**config.mk**
```make
export PLATFORM = sky130hd
export DESIGN_NAME = ttc_top
export DESIGN_NICKNAME = d
export VERILOG_FILES = /design/src/core/ttc_pkg.sv /design/src/core/ttc_top.sv
export VERILOG_INCLUDE_DIRS = /design/src /design/src/core
export SDC_FILE = /design/constraint.sdc
export NUM_CORES = 1
export LEC_CHECK = 0
export BUFFER_PORTS_ARGS = -buffer_cell sky130_fd_sc_hd__buf_2
export CORE_MARGIN = 2
export CORE_UTILIZATION = 50
export DETAILED_ROUTE_END_ITERATION = 8
export HOLD_SLACK_MARGIN = 0.02
export PLACE_DENSITY = 0.81
export SYNTH_ARGS = -nofsm -noshare
export SYNTH_HDL_FRONTEND = slang
export SYNTH_SLANG_ARGS = --single-unit
```
**constraint.sdc**
```tcl
create_clock -name pclk -period 3 [get_ports pclk]
set_clock_uncertainty 0.05 [all_clocks]
set_input_delay 0.15 -clock pclk [delete_from_list [all_inputs] [get_ports pclk]]
set_output_delay 0.15 -clock pclk [all_outputs]
set_load 0.02 [all_outputs]
```
**src/core/ttc_defines.svh**
```systemverilog
// Purpose: constants of the three timer/counter unit
// Assumes: byte address of a register is four times its index
// Notes:   definitions only
`ifndef TTC_DEFINES_SVH
`define TTC_DEFINES_SVH
// register indices
`define TTC_IDX_TCF   8'h88
`define TTC_IDX_TMS   8'h89
`define TTC_IDX_TL0   8'h8A
`define TTC_IDX_TL1   8'h8B
`define TTC_IDX_TH0   8'h8C
`define TTC_IDX_TH1   8'h8D
`define TTC_IDX_T2C   8'hC8
`define TTC_IDX_RCL   8'hCA
`define TTC_IDX_RCH   8'hCB
`define TTC_IDX_TL2   8'hCC
`define TTC_IDX_TH2   8'hCD
// reset value of every register
`define TTC_RST8      8'h00
// timer_control_flags fields
`define TTC_TF1       7
`define TTC_TR1       6
`define TTC_TF0       5
`define TTC_TR0       4
// timer_mode_select fields
`define TTC_GATE1     7
`define TTC_CT1       6
`define TTC_M1_HI     5
`define TTC_M1_LO     4
`define TTC_GATE_SELECT_T0     3
`define TTC_CT0       2
`define TTC_M0_HI     1
`define TTC_M0_LO     0
// timer2_control fields
`define TTC_TF2       7
`define TTC_EXTERNAL_EVENT_FLAG      6
`define TTC_RCLK      5
`define TTC_TX_BAUD_SOURCE      4
`define TTC_EXTERNAL_EVENT_ENABLE     3
`define TTC_TR2       2
`define TTC_CT2       1
`define TTC_CAPTURE_SELECT      0
// pin synchroniser
`define TTC_NPIN      6
`endif

```
**src/core/ttc_pkg.sv**
```systemverilog
// Purpose: types of the three timer/counter unit
// Assumes: apb3 signalling, 32-bit data
// Notes:   pin struct order is the synchroniser bit order
package ttc_pkg;
    typedef enum logic [1:0] {
        TTC_M13 = 2'h0, TTC_M16 = 2'h1, TTC_M8R = 2'h2, TTC_MSPLIT = 2'h3
    } ttc_mode_t;
    typedef enum logic [3:0] {
        TTC_T2_OFF = 4'h1, TTC_T2_AUTO = 4'h2, TTC_T2_CAPT = 4'h4, TTC_T2_BAUD = 4'h8
    } ttc_t2mode_t;
    typedef struct packed {
        logic        psel;
        logic        penable;
        logic        pwrite;
        logic [9:0]  paddr;
        logic [31:0] pwdata;
    } ttc_apb_t;
    typedef struct packed {
        logic trigger_pin;
        logic count_pin_third;
        logic count_pin_one;
        logic count_pin_zero;
        logic ext_irq_pin_one;
        logic ext_irq_pin_zero;
    } ttc_pins_t;
endpackage

```
**src/core/ttc_top.sv**
```systemverilog
// Purpose: three timer/counters behind an apb slave
// Assumes: pins asynchronous to pclk, 40 MHz pclk
// Notes:   registers are byte wide in the low lane of each word
//
// Contract
// - two byte registers per timer 0/1
// - timers count every core clock, or pin falls in counter mode, no prescaler
// - mode 0 is 13 bits, low five bits
// - wrap from all ones sets overflow flag
// - count only if run and (no gate or pin)
// - setting run never clears the counts
// - mode 1 is mode 0 with sixteen bits
// - mode 2 reloads low from high byte
// - timer 1 in mode 3 holds its count
// - timer 0 mode 3 splits into two bytes
// - timer 1 then runs but sets no flag
// - timer 2 mode decoded from run, baud, capture
// - timer 2 autoreload on rollover sets flag
// - trigger fall reloads and sets external flag
// - capture mode counts sixteen bits, no reload
// - trigger fall captures count, sets external flag
// - baud mode never sets timer 2 overflow
// - timer 2 counts pin edges or clocks
// - timer 2 flag sticky until software clears
// - baud bits pick timer 2 or timer 1
//
// Implementation choice: the APB register port.
`timescale 1ns/1ps
`include "ttc_defines.svh"
module ttc_top (
    // clock and reset
    input  wire logic              pclk,
    input  wire logic              presetn,
    // apb slave
    input  wire ttc_pkg::ttc_apb_t apb_in,
    output logic [31:0]            prdata,
    output logic                   pready,
    output logic                   pslverr,
    // external pins
    input  wire ttc_pkg::ttc_pins_t pins,
    // flags and serial port clocks
    output logic                   overflow_flag_t0,
    output logic                   overflow_flag_t1,
    output logic                   overflow_flag_third,
    output logic                   external_event_flag,
    output logic                   rx_baud_tick,
    output logic                   tx_baud_tick
);
    import ttc_pkg::*;

    logic [7:0] tcf_q, tms_q, t2c_q, tl0_q, th0_q, tl1_q, th1_q;
    logic [7:0] tl2_q, th2_q, rcl_q, rch_q;
    logic [7:0] tcf_d, t2c_d, tl0_d, th0_d, tl1_d, th1_d;
    logic [7:0] tl2_d, th2_d, rcl_d, rch_d;
    logic [31:0] prdata_q;
    logic       rxb_q, txb_q;

    // apb decode
    wire        setup   = apb_in.psel & ~apb_in.penable;
    wire        access  = apb_in.psel & apb_in.penable;
    wire [7:0]  idx     = apb_in.paddr[9:2];
    wire [7:0]  wd      = apb_in.pwdata[7:0];
    wire        hit     = (idx == `TTC_IDX_TCF) || (idx == `TTC_IDX_TMS) ||
                          (idx == `TTC_IDX_TL0) || (idx == `TTC_IDX_TL1) ||
                          (idx == `TTC_IDX_TH0) || (idx == `TTC_IDX_TH1) ||
                          (idx == `TTC_IDX_T2C) || (idx == `TTC_IDX_RCL) ||
                          (idx == `TTC_IDX_RCH) || (idx == `TTC_IDX_TL2) ||
                          (idx == `TTC_IDX_TH2);
    wire        wen     = access & apb_in.pwrite & hit;
    wire        w_tcf   = wen && idx == `TTC_IDX_TCF;
    wire        w_tms   = wen && idx == `TTC_IDX_TMS;
    wire        w_tl0   = wen && idx == `TTC_IDX_TL0;
    wire        w_tl1   = wen && idx == `TTC_IDX_TL1;
    wire        w_th0   = wen && idx == `TTC_IDX_TH0;
    wire        w_th1   = wen && idx == `TTC_IDX_TH1;
    wire        w_t2c   = wen && idx == `TTC_IDX_T2C;
    wire        w_rcl   = wen && idx == `TTC_IDX_RCL;
    wire        w_rch   = wen && idx == `TTC_IDX_RCH;
    wire        w_tl2   = wen && idx == `TTC_IDX_TL2;
    wire        w_th2   = wen && idx == `TTC_IDX_TH2;

    // read mux, sampled in the setup cycle
    wire [7:0]  rsel = (idx == `TTC_IDX_TCF) ? tcf_q :
                       (idx == `TTC_IDX_TMS) ? tms_q :
                       (idx == `TTC_IDX_TL0) ? tl0_q :
                       (idx == `TTC_IDX_TL1) ? tl1_q :
                       (idx == `TTC_IDX_TH0) ? th0_q :
                       (idx == `TTC_IDX_TH1) ? th1_q :
                       (idx == `TTC_IDX_T2C) ? t2c_q :
                       (idx == `TTC_IDX_RCL) ? rcl_q :
                       (idx == `TTC_IDX_RCH) ? rch_q :
                       (idx == `TTC_IDX_TL2) ? tl2_q :
                       (idx == `TTC_IDX_TH2) ? th2_q : `TTC_RST8;
    wire [31:0] rword = {24'h000000, rsel};
    assign pready  = 1'b1;
    assign pslverr = access & ~hit;
    assign prdata  = prdata_q;

    // pin synchroniser: three flops, change taken when 2nd and 3rd agree
    logic [`TTC_NPIN-1:0] s1_q, s2_q, s3_q, st_q, pv_q;
    wire  [`TTC_NPIN-1:0] pin_v = pins;
    for (genvar i = 0; i < `TTC_NPIN; i++) begin : g_sync
        always_ff @(posedge pclk or negedge presetn) begin
            if (!presetn) begin
                s1_q[i] <= 1'b0;
                s2_q[i] <= 1'b0;
                s3_q[i] <= 1'b0;
                st_q[i] <= 1'b0;
                pv_q[i] <= 1'b0;
            end else begin
                s1_q[i] <= pin_v[i];
                s2_q[i] <= s1_q[i];
                s3_q[i] <= s2_q[i];
                st_q[i] <= (s2_q[i] == s3_q[i]) ? s3_q[i] : st_q[i];
                pv_q[i] <= st_q[i];
            end
        end
    end
    // falling edges from consecutive filtered samples
    ttc_pins_t lvl, fall;
    assign lvl  = st_q;
    assign fall = pv_q & ~st_q;

    // timer 0/1 control decode
    ttc_mode_t m0, m1;
    assign m0 = ttc_mode_t'(tms_q[`TTC_M0_HI:`TTC_M0_LO]);
    assign m1 = ttc_mode_t'(tms_q[`TTC_M1_HI:`TTC_M1_LO]);
    wire src0 = tms_q[`TTC_CT0] ? fall.count_pin_zero : 1'b1;
    wire src1 = tms_q[`TTC_CT1] ? fall.count_pin_one : 1'b1;
    wire en0  = tcf_q[`TTC_TR0] & (~tms_q[`TTC_GATE_SELECT_T0] | lvl.ext_irq_pin_zero) & src0;
    wire en1  = tcf_q[`TTC_TR1] & (~tms_q[`TTC_GATE1] | lvl.ext_irq_pin_one) & src1
                & (m1 != TTC_MSPLIT);
    wire split = (m0 == TTC_MSPLIT);

    // one count step of a timer 0/1: {overflow, high, low}
    function automatic logic [16:0] step(input ttc_mode_t m, input logic [7:0] tl,
                                         input logic [7:0] th, input logic en);
        logic [12:0] v13;
        logic [15:0] v16;
        logic        o;
        logic [15:0] c;
        v13 = {th, tl[4:0]} + 13'd1;
        v16 = {th, tl} + 16'd1;
        o   = 1'b0;
        c   = {th, tl};
        if (en) begin
            unique case (m)
                TTC_M13: begin
                    o = &{th, tl[4:0]};
                    c = {v13[12:5], tl[7:5], v13[4:0]};
                end
                TTC_M16: begin
                    o = &{th, tl};
                    c = v16;
                end
                TTC_M8R: begin
                    o = &tl;
                    c = {th, (o ? th : v16[7:0])};
                end
                TTC_MSPLIT: begin
                    o = &tl;
                    c = {th, v16[7:0]};
                end
            endcase
        end
        return {o, c};
    endfunction

    wire [16:0] r0 = step(m0, tl0_q, th0_q, en0);
    wire [16:0] r1 = step(m1, tl1_q, th1_q, en1);
    wire        ovf0 = r0[16];
    wire        ovf1 = r1[16];
    // split high byte counts core clocks under the second run bit
    wire        en0h  = split & tcf_q[`TTC_TR1];
    wire        ovf0h = en0h & (&th0_q);
    wire [7:0]  th0_inc = th0_q + 8'd1;
    // second timer flag source depends on the split
    wire        set_tf1 = split ? ovf0h : ovf1;

    // timer 0/1 next values; a software write wins over counting
    assign tl0_d = w_tl0 ? wd : r0[7:0];
    assign th0_d = w_th0 ? wd : (en0h ? th0_inc : r0[15:8]);
    assign tl1_d = w_tl1 ? wd : r1[7:0];
    assign th1_d = w_th1 ? wd : r1[15:8];

    // control flags: hardware set wins over a software clear
    always_comb begin
        tcf_d = w_tcf ? wd : tcf_q;
        if (ovf0) begin
            tcf_d[`TTC_TF0] = 1'b1;
        end
        if (set_tf1) begin
            tcf_d[`TTC_TF1] = 1'b1;
        end
    end

    // timer 2 mode decode
    ttc_t2mode_t m2;
    wire baud_sel = t2c_q[`TTC_RCLK] | t2c_q[`TTC_TX_BAUD_SOURCE];
    assign m2 = !t2c_q[`TTC_TR2] ? TTC_T2_OFF :
                baud_sel          ? TTC_T2_BAUD :
                t2c_q[`TTC_CAPTURE_SELECT]  ? TTC_T2_CAPT : TTC_T2_AUTO;
    wire        en2   = (m2 != TTC_T2_OFF) &
                        (t2c_q[`TTC_CT2] ? fall.count_pin_third : 1'b1);
    wire [15:0] cnt2  = {th2_q, tl2_q};
    wire [15:0] inc2  = cnt2 + 16'd1;
    wire        ovf2  = en2 & (&cnt2);
    wire        xev   = t2c_q[`TTC_EXTERNAL_EVENT_ENABLE] & fall.trigger_pin;
    wire        xrld  = xev & (m2 == TTC_T2_AUTO);
    wire        xcap  = xev & (m2 == TTC_T2_CAPT);
    wire        rld2  = xrld | (ovf2 & (m2 != TTC_T2_CAPT));
    wire [15:0] nxt2  = rld2 ? {rch_q, rcl_q} : (en2 ? inc2 : cnt2);

    assign tl2_d = w_tl2 ? wd : nxt2[7:0];
    assign th2_d = w_th2 ? wd : nxt2[15:8];
    // capture wins over a software write of the same byte
    assign rcl_d = xcap ? tl2_q : (w_rcl ? wd : rcl_q);
    assign rch_d = xcap ? th2_q : (w_rch ? wd : rch_q);

    always_comb begin
        t2c_d = w_t2c ? wd : t2c_q;
        if (ovf2 && m2 != TTC_T2_BAUD) begin
            t2c_d[`TTC_TF2] = 1'b1;
        end
        if (xev && (m2 == TTC_T2_AUTO || m2 == TTC_T2_CAPT || m2 == TTC_T2_BAUD)) begin
            t2c_d[`TTC_EXTERNAL_EVENT_FLAG] = 1'b1;
        end
    end

    // serial clock routing
    wire rx_src = t2c_q[`TTC_RCLK] ? ovf2 : ovf1;
    wire tx_src = t2c_q[`TTC_TX_BAUD_SOURCE] ? ovf2 : ovf1;

    // register file
    always_ff @(posedge pclk or negedge presetn) begin
        if (!presetn) begin
            tcf_q <= `TTC_RST8;
            tms_q <= `TTC_RST8;
            t2c_q <= `TTC_RST8;
            tl0_q <= `TTC_RST8;
            th0_q <= `TTC_RST8;
            tl1_q <= `TTC_RST8;
            th1_q <= `TTC_RST8;
            tl2_q <= `TTC_RST8;
            th2_q <= `TTC_RST8;
            rcl_q <= `TTC_RST8;
            rch_q <= `TTC_RST8;
        end else begin
            tcf_q <= tcf_d;
            tms_q <= w_tms ? wd : tms_q;
            t2c_q <= t2c_d;
            tl0_q <= tl0_d;
            th0_q <= th0_d;
            tl1_q <= tl1_d;
            th1_q <= th1_d;
            tl2_q <= tl2_d;
            th2_q <= th2_d;
            rcl_q <= rcl_d;
            rch_q <= rch_d;
        end
    end

    // read data and serial ticks
    always_ff @(posedge pclk or negedge presetn) begin
        if (!presetn) begin
            prdata_q <= 32'h00000000;
            rxb_q    <= 1'b0;
            txb_q    <= 1'b0;
        end else begin
            prdata_q <= setup ? rword : prdata_q;
            rxb_q    <= rx_src;
            txb_q    <= tx_src;
        end
    end

    assign overflow_flag_t0    = tcf_q[`TTC_TF0];
    assign overflow_flag_t1    = tcf_q[`TTC_TF1];
    assign overflow_flag_third = t2c_q[`TTC_TF2];
    assign external_event_flag = t2c_q[`TTC_EXTERNAL_EVENT_FLAG];
    assign rx_baud_tick        = rxb_q;
    assign tx_baud_tick        = txb_q;

    // checks
    property p_inc16;
        @(posedge pclk) disable iff (!presetn)
        (m0 == TTC_M16 && tcf_q[`TTC_TR0] && !tms_q[`TTC_GATE_SELECT_T0] && !tms_q[`TTC_CT0]
         && !w_tl0 && !w_th0)
        |=> {th0_q, tl0_q} == $past({th0_q, tl0_q}) + 16'd1;
    endproperty
    a_inc16: assert property (p_inc16) else $error("timer 0 missed a clock");

    property p_ovf0;
        @(posedge pclk) disable iff (!presetn)
        (m0 == TTC_M16 && en0 && &{th0_q, tl0_q} && !w_tl0 && !w_th0)
        |=> tcf_q[`TTC_TF0] && {th0_q, tl0_q} == 16'h0000;
    endproperty
    a_ovf0: assert property (p_ovf0) else $error("timer 0 wrap lost");

    property p_m0top;
        @(posedge pclk) disable iff (!presetn)
        (m0 == TTC_M13 && !w_tl0) |=> tl0_q[7:5] == $past(tl0_q[7:5]);
    endproperty
    a_m0top: assert property (p_m0top) else $error("mode 0 touched top bits");

    property p_gate;
        @(posedge pclk) disable iff (!presetn)
        (!tcf_q[`TTC_TR0] && !w_tl0 && !w_th0)
        |=> tl0_q == $past(tl0_q) && (th0_q == $past(th0_q) || $past(en0h));
    endproperty
    a_gate: assert property (p_gate) else $error("timer 0 ran while stopped");

    property p_rld8;
        @(posedge pclk) disable iff (!presetn)
        (m0 == TTC_M8R && en0 && &tl0_q && !w_tl0 && !w_th0)
        |=> tl0_q == $past(th0_q) && tcf_q[`TTC_TF0];
    endproperty
    a_rld8: assert property (p_rld8) else $error("mode 2 reload wrong");

    property p_hold1;
        @(posedge pclk) disable iff (!presetn)
        (m1 == TTC_MSPLIT && !w_tl1 && !w_th1) [*2] |=> $stable({th1_q, tl1_q});
    endproperty
    a_hold1: assert property (p_hold1) else $error("timer 1 moved in mode 3");

    property p_rld16;
        @(posedge pclk) disable iff (!presetn)
        (m2 == TTC_T2_AUTO && ovf2 && !w_tl2 && !w_th2)
        |=> {th2_q, tl2_q} == $past({rch_q, rcl_q}) && t2c_q[`TTC_TF2];
    endproperty
    a_rld16: assert property (p_rld16) else $error("timer 2 reload wrong");

    property p_cap;
        @(posedge pclk) disable iff (!presetn)
        xcap |=> {rch_q, rcl_q} == $past(cnt2) && t2c_q[`TTC_EXTERNAL_EVENT_FLAG];
    endproperty
    a_cap: assert property (p_cap) else $error("capture wrong");

    property p_baud;
        @(posedge pclk) disable iff (!presetn)
        (m2 == TTC_T2_BAUD && !t2c_q[`TTC_TF2] && !w_t2c) |=> !t2c_q[`TTC_TF2];
    endproperty
    a_baud: assert property (p_baud) else $error("overflow flag set in baud mode");

    property p_splithi;
        @(posedge pclk) disable iff (!presetn)
        (split && tcf_q[`TTC_TR1] && !w_th0) |=> th0_q == $past(th0_q) + 8'd1;
    endproperty
    a_splithi: assert property (p_splithi) else $error("split high byte stalled");

    property p_tf1own;
        @(posedge pclk) disable iff (!presetn)
        (split && !ovf0h && !tcf_q[`TTC_TF1] && !w_tcf) |=> !tcf_q[`TTC_TF1];
    endproperty
    a_tf1own: assert property (p_tf1own) else $error("timer 1 set its own flag");

    property p_cap16;
        @(posedge pclk) disable iff (!presetn)
        (m2 == TTC_T2_CAPT && ovf2 && !w_tl2 && !w_th2)
        |=> {th2_q, tl2_q} == 16'h0000 && t2c_q[`TTC_TF2];
    endproperty
    a_cap16: assert property (p_cap16) else $error("capture mode reloaded");

    property p_xrld;
        @(posedge pclk) disable iff (!presetn)
        (xrld && !w_tl2 && !w_th2)
        |=> {th2_q, tl2_q} == $past({rch_q, rcl_q}) && t2c_q[`TTC_EXTERNAL_EVENT_FLAG];
    endproperty
    a_xrld: assert property (p_xrld) else $error("trigger reload wrong");

    property p_tf2hold;
        @(posedge pclk) disable iff (!presetn)
        (t2c_q[`TTC_TF2] && !w_t2c) |=> t2c_q[`TTC_TF2];
    endproperty
    a_tf2hold: assert property (p_tf2hold) else $error("timer 2 flag dropped");

    property p_txtick;
        @(posedge pclk) disable iff (!presetn)
        (t2c_q[`TTC_TX_BAUD_SOURCE] && ovf2) |=> tx_baud_tick;
    endproperty
    a_txtick: assert property (p_txtick) else $error("transmit tick missing");
endmodule

```
==> results of run 1 <==
-- cells in the final DEF (no fill, tap or decap), types with 10 or more instances in the layout --
cell type    n
clkbuf_16   17
nand2b_1    10
conb_1      25
a22oi_1     10
nand2_1    103
a21oi_1     65
nor3_1      28
xor2_1      18
o21ai_0     60
buf_4       22
nand4_1     15
xnor2_1     14
o31ai_1     15
nand3_1     22
mux2_2      35
nor2_1      72
mux2i_1     34
dfrtp_1    126
o22ai_1     15
buf_2       40
-- routing by layer --
| layer | up-vias | wire length, µm |
|---|---|---|
| met3 | 69 | 2070 |
| met4 | 0 | 843 |
| met1 | 3259 | 9070 |
| met2 | 405 | 9830 |
| li1 | 3144 | - |
| met5 | - | 0 |
-- metrics by stage --
| step | utilization (%) | cells |
|---|---|---|
| floorplan | - | 881 |
| global placement | 53.0 | 1057 |
| detailed placement | 53.0 | 1057 |
| CTS | 57.3 | 1096 |
| global route | 57.3 | 1096 |
| finish | 57.3 | 1097 |
-- worst paths after layout --
kind                       slack [ns]         to       start  cells after the start
max in group asynchronous        1.92   tcf_q[5]     presetn                      3
max                              0.56   th2_q[4]    tl2_q[0]                      7
min in group asynchronous        0.24    s2_q[4]     presetn                      2
min reg2reg                      0.30    s2_q[0]     s1_q[0]                      0
min                              0.07  prdata[6]  apb_in[38]                      4
max reg2reg                      0.56   th2_q[4]    tl2_q[0]                      7
-- layout make-up --
type / instances / area, µm²
Fill cell: 1312 / 6450
Tap cell: 188 / 235
Sequential cell: 126 / 3150
Inverter: 9 / 33.8
Timing Repair Buffer: 71 / 467
Multi-Input combinational cell: 670 / 4180
Clock buffer: 17 / 425
Antenna cell: 1 / 2.50
Clock inverter: 15 / 150
-- power by group through the flow --
stage	Combinational, mW	Clock, mW	Sequential (mW)
after CTS	0.752	2.04	2.07
final	0.766	2.01	2.09
after floorplan	0.603	0	2.00
after detailed placement	0.741	0	2.10
after global routing	0.844	2.11	2.11
after global placement	0.724	0	2.10
-- critical path, delay by kind of cell (launching register included) --
| kind | cells | cell delay (ns) |
|---|---|---|
| AOI/OAI and AO/OA | 3 | 0.98 |
| adders and majority gates | 1 | 0.23 |
| DFF | 1 | 0.43 |
| and+or+nand+nor | 3 | 0.61 |
-- kinds of logic (layout without fill, tap and decap cells) --
group | count (synthesis) | count (layout) | synth area share (%)
buffers and inverters | 85 | 112 | 5.73
flip-flops | 126 | 126 | 41.0
AO/OA/AOI/OAI | 222 | 222 | 18.2
XOR/XNOR | 32 | 32 | 3.65
multiplexers | 69 | 69 | 9.56
other | 2 | 26 | 0.0977
AND/OR/NAND/NOR | 312 | 312 | 20.3
adder cells (fa/ha/maj) | 10 | 10 | 1.43
-- flip-flops by register name (all words and copies together), names as in the netlist, 4 cells and up --
register,flops
lvl,6
prdata,8
pv_q,4
rch_q,8
rcl_q,8
s1_q,6
s2_q,6
s3_q,6
t2c_q,8
tcf_q,8
th0_q,8
th1_q,8
th2_q,8
tl0_q,8
tl1_q,8
tl2_q,8
tms_q,8
==> results.py, run 1 <==
metrics = {
    "sta": {
        "slew_headroom_pct": 50.7,
        "holdWs_ns": 0.0718,
        "setup_viol": 0,
        "fin_crit_sh_pct": 81.2,
        "finalSetupTns_ns": 0,
        "fmax_ghz": 0.410,
        "fin_ws_ns": 0.563,
        "final_hold_viol_count": 0,
        "tightestPinTransition_ns": 0.739,
        "layout_min_cycle_time_ns": 2.44,
        "rsz0062_at_grt": "false",
        "slew_viol_final": 0,
    },
    "synthesis": {
        "syn_area_um2": 7680,
        "synth_top_area_share_pct": 41.0,
        "yosysWarnings": 0,
        "async_reset_ff_share_pct": 100,
        "synth_enable_flop_cells": 0,
        "syn_inst": 858,
        "synth_area_leaders": "dfrtp_1, mux2_2, nand2_1, mux2i_1, a21oi_1",
        "synth_top_cell_by_area": "dfrtp_1",
        "synthFlopType": "dfrtp_1",
        "post-synth-top-count-cell": "dfrtp_1",
        "synth_cell_type_count": 72,
        "postSynthAreaPerCell_um2": 8.96,
        "ys_ff_latch": 126,
        "ys_seq_area_share_pct": 41.0,
        "synth_common_cells": "dfrtp_1, nand2_1, nor2_1",
    },
    "place": {
        "pre_cts_slack_ns": 0.601,
        "hpwlAfterDp_mm": 15.0,
        "placement.io_buffers": 41,
        "place_area_um2": 8000,
        "gp_congestion": 0.963,
    },
    "route": {
        "wl_mm": 21.8,
        "drtAntennaViolNets": 0,
        "wl_per_cell_um": 19.9,
        "vias": 6877,
        "firstDrtPassIters": 7,
        "viasPerCell": 6.27,
        "drcViolationCount": 0,
        "drtIter0Drc": 1012,
    },
    "floorplan": {
        "num_io_pins": 93,
        "initial_utilization_pct": 50.9,
        "die-area_um2": 16400,
        "dieHeight_um": 128,
        "rows": 45,
        "die_w_um": 128,
        "core_area_um2": 15100,
    },
    "clocking": {
        "clk_pin_slew_ns": 0.06,
        "clk_latency_ns": 0.43,
        "cts-resized-gates": 0,
        "cts_hold_buffers": 7,
        "clkSinkCount": 126,
        "postCtsSetupRepairBufs": 0,
        "cts_buffer_depth": 2,
        "cts-buffers-inserted": 17,
        "cts_tree": "yes",
        "cts-htree-levels": 4,
        "clock-root-buffer": "clkbuf_16",
    },
    "run": {
        "drv_cap": 0,
    },
    "global_route": {
        "met3_usage_pct": 5.51,
        "grt_max_degree": 72,
        "track_usage_pct": 27.8,
        "grtUsageMet1_pct": 38.3,
        "grt_pass1_vias": 6358,
        "use_met2_pct": 42.4,
        "grt_pass1_wl_mm": 34.8,
        "antenna_found_initial": 1,
        "grt-ovfl-total": 0,
        "grt-busiest-layer": "met2",
    },
    "power_and_ir_drop": {
        "p_sw_mw": 1.56,
        "power_frac_comb_pct": 15.7,
        "cellLeakagePower_nw": 3.50,
        "p_sw_share_pct": 32.0,
        "finalPower_mw": 4.87,
        "seqPwrFrac_pct": 42.9,
        "cellPowerDensity_nw_per_um2": 564,
        "internal-power_mw": 3.31,
        "clockPowerShare_pct": 41.4,
        "ir_worst_vdd_uv": 421,
    },
    "critical_path": {
        "required_ns": 3.26,
        "end_kind": "flip-flop",
        "critPathKind": "reg -> reg",
        "crit_arrival_ns": 2.70,
        "crit_fanout": 14,
        "cp_slowest_cell": "o21ai_2",
        "path_cells": "ha_1 -> nand3_1 -> a211oi_2 -> and3_1 -> o21ai_2 -> nand2_1 -> o221a_2",
        "startpoint_type": "flip-flop",
        "slowest_delay_ns": 0.61,
    },
    "final_layout": {
        "syn2layout_area_growth_pct": 12.5,
        "final_cell_area_um2": 8640,
        "drive_above_1_share_pct": 17.1,
        "final_nets": 952,
    },
    "run_status": {
        "outcome": "complete, no violations",
    },
    "hold_path": {
        "min_path_type": "in -> reg",
    },
}
No activity file was read; power rests on OpenSTA's default activity.
==> run 2: changes to the inputs <==
--- a/config.mk
+++ b/config.mk
@@ -11,7 +11,7 @@
 export CORE_UTILIZATION = 50
 export DETAILED_ROUTE_END_ITERATION = 8
 export HOLD_SLACK_MARGIN = 0.02
-export PLACE_DENSITY = 0.81
+export PLACE_DENSITY = 0.84
 export SYNTH_ARGS = -nofsm -noshare
 export SYNTH_HDL_FRONTEND = slang
 export SYNTH_SLANG_ARGS = --single-unit
==> constraint.sdc (replaced) <==
create_clock -name pclk -period 2.05 [get_ports pclk]
set_clock_uncertainty 0.05 [all_clocks]
set_input_delay 0.1025 -clock pclk [delete_from_list [all_inputs] [get_ports pclk]]
set_output_delay 0.1025 -clock pclk [all_outputs]
set_load 0.02 [all_outputs]
==> run 2 against run 1 <==
Effect of this change: count of clock-buffer cells in the layout stayed put; register-to-register slack worse by 0.51 ns; sequential power is 41% higher; die area stayed put; fmax is 22% higher; cell count is 7.6% higher; hold slack worse by 0.027 ns; largest cell class unchanged; via count is 5.1% higher; worst setup slack worse by 0.51 ns; first-iteration DRC count is 21% lower; routed wire length is 6.3% higher.
==> results.py, run 2 (synthesis gave the netlist of run 1 again) <==
metrics = {
    "place": {
        "placement.io_buffers": 41,
        "gp_congestion": 1.02,
        "place_area_um2": 8700,
        "dp_cells": 1141,
        "hpwlAfterDp_mm": 16.6,
    },
    "critical_path": {
        "worst-path-buf-inv": 0,
        "crit_fanout": 6,
        "path_cells": "nand2_1 -> nor3_1 -> and3_1 -> o21ai_4 -> or3_1 -> o221a_2",
        "cp_top_family": "simple AND/OR/NAND/NOR gates",
        "end_kind": "flip-flop",
        "startpoint_type": "flip-flop",
        "critPathKind": "reg -> reg",
        "rr_startpoint": "th2_q[4]",
        "cp_slowest_cell": "dfrtp_1",
        "required_ns": 2.31,
        "crit_arrival_ns": 2.26,
        "slowest_delay_ns": 0.45,
        "startpoint": "th2_q[4]",
    },
    "global_route": {
        "grt_pass1_wl_mm": 36.2,
        "grt_pass1_vias": 6820,
        "antenna_found_initial": 0,
        "track_usage_pct": 29.1,
        "grt_max_degree": 41,
        "grt-ovfl-total": 0,
    },
    "clocking": {
        "clock-root-buffer": "clkbuf_16",
        "clk_pin_slew_ns": 0.06,
        "cts_tree": "yes",
        "clk_latency_ns": 0.42,
        "cts-buffers-inserted": 17,
        "clkSinkCount": 126,
        "postCtsSetupRepairBufs": 0,
        "cts_buffer_depth": 2,
        "cts-htree-levels": 4,
    },
    "route": {
        "vias": 7230,
        "drtAntennaViolNets": 0,
        "wl_mm": 23.2,
        "drtIter0Drc": 804,
        "wl_per_cell_um": 19.6,
        "firstDrtPassIters": 6,
        "viasPerCell": 6.13,
        "drcViolationCount": 0,
    },
    "final_layout": {
        "final_core_util_pct": 62.3,
        "stdcell_count": 1180,
        "drive_above_1_share_pct": 24.8,
        "final_nets": 1036,
        "final_common_cell": "dfrtp_1",
        "syn2layout_area_growth_pct": 22.3,
        "layout_common_cells": "dfrtp_1, nand2_1, buf_4",
        "final_cell_area_um2": 9400,
        "diodes": 0,
    },
    "power_and_ir_drop": {
        "p_sw_share_pct": 30.8,
        "seqPwrFrac_pct": 40.0,
        "power_frac_comb_pct": 19.6,
        "finalPower_mw": 7.37,
        "ir_worst_vdd_uv": 602,
        "cellLeakagePower_nw": 3.95,
        "cellPowerDensity_nw_per_um2": 784,
        "p_sw_mw": 2.27,
        "internal-power_mw": 5.10,
        "clockPowerShare_pct": 40.4,
    },
    "floorplan": {
        "die-area_um2": 16400,
        "num_io_pins": 93,
        "die_w_um": 128,
        "dieHeight_um": 128,
        "core_area_um2": 15100,
        "initial_utilization_pct": 50.9,
        "rows": 45,
    },
    "sta": {
        "holdWs_ns": 0.0449,
        "layout_min_cycle_time_ns": 2.00,
        "tightestPinTransition_ns": 0.587,
        "setup_viol": 0,
        "fmax_ghz": 0.501,
        "slew_viol_final": 0,
        "final_hold_viol_count": 0,
        "rsz0062_at_grt": "true",
        "slew_headroom_pct": 60.6,
        "fin_crit_sh_pct": 97.4,
    },
    "hold_path": {
        "min_path_type": "in -> reg",
        "min_from": "apb_in[6]",
    },
    "run_status": {
        "outcome": "complete, no violations",
    },
    "run": {
        "drv_cap": 0,
    },
}
-- run 2: changes by cell type in the layout (fill, tap and decap cells not counted), moves of 2 or more --
cell,previous run,this run
nor3_2,4,6
clkinv_2,0,2
inv_6,7,3
clkinv_4,2,5
buf_4,22,100
nor3_1,28,26
buf_12,1,6
-- run 2: layout make-up --
| cell class | instances | area, µm² |
|---|---|---|
| sequential | 126 | 3150 |
| inverter | 9 | 33.8 |
| tap | 188 | 235 |
| multi-input combinational | 670 | 4230 |
| fill | 1244 | 5690 |
| timing repair buffer | 155 | 1160 |
| clock inverter | 15 | 163 |
| clock buffer | 17 | 425 |
-- run 2: timing repair --
item                       4_1_cts  5_1_grt
hold buffers                     7        0
setup endpoints to repair        0       23
gates resized for setup          0        9
hold endpoints to repair       132        0
-- run 2: path summary, 6_finish.rpt --
path	to	slack (ns)	cells past startpoint
setup / recovery	th2_q[4]	0.05	6
hold / removal	tl0_q[6]	0.04	3
setup reg to reg	th2_q[4]	0.05	6
hold reg to reg	s2_q[4]	0.30	0
max in group asynchronous	rch_q[7]	1.20	3
min in group asynchronous	tl1_q[1]	0.05	2
-- run 2: metal layers --
layer	vias to the layer above	part of all wire, %	track usage, %
li1	3321	-	-
met1	3424	40	38.0
met2	413	45	45.5
met3	72	11	8.68
met4	0	3.6	11.5
met5	-	0	0
-- run 2: through the flow --
step                      TNS, ns  setup WS (ns)
final                           0         0.0528
after floorplan                 0        0.00340
after global placement          0         0.0368
after global routing      -0.0716        -0.0371
after CTS                       0         0.0501
after detailed placement   -0.116        -0.0384
-- run 2: worst min-delay path, delay by kind of cell --
family / cells / cell delay, ns
buf+inv: 1 / 0.21
simple gates: 1 / 0.09
compound gates: 1 / 0.06
-- run 2: power by group through the flow --
| stage | combinational, mW | clock [mW] | sequential [mW] |
|---|---|---|---|
| after CTS | 1.41 | 3.02 | 2.93 |
| after detailed placement | 1.39 | 0 | 2.97 |
| final | 1.44 | 2.98 | 2.94 |
| after global placement | 1.34 | 0 | 2.97 |
| after global routing | 1.60 | 3.15 | 2.96 |
| after floorplan | 0.884 | 0 | 2.92 |
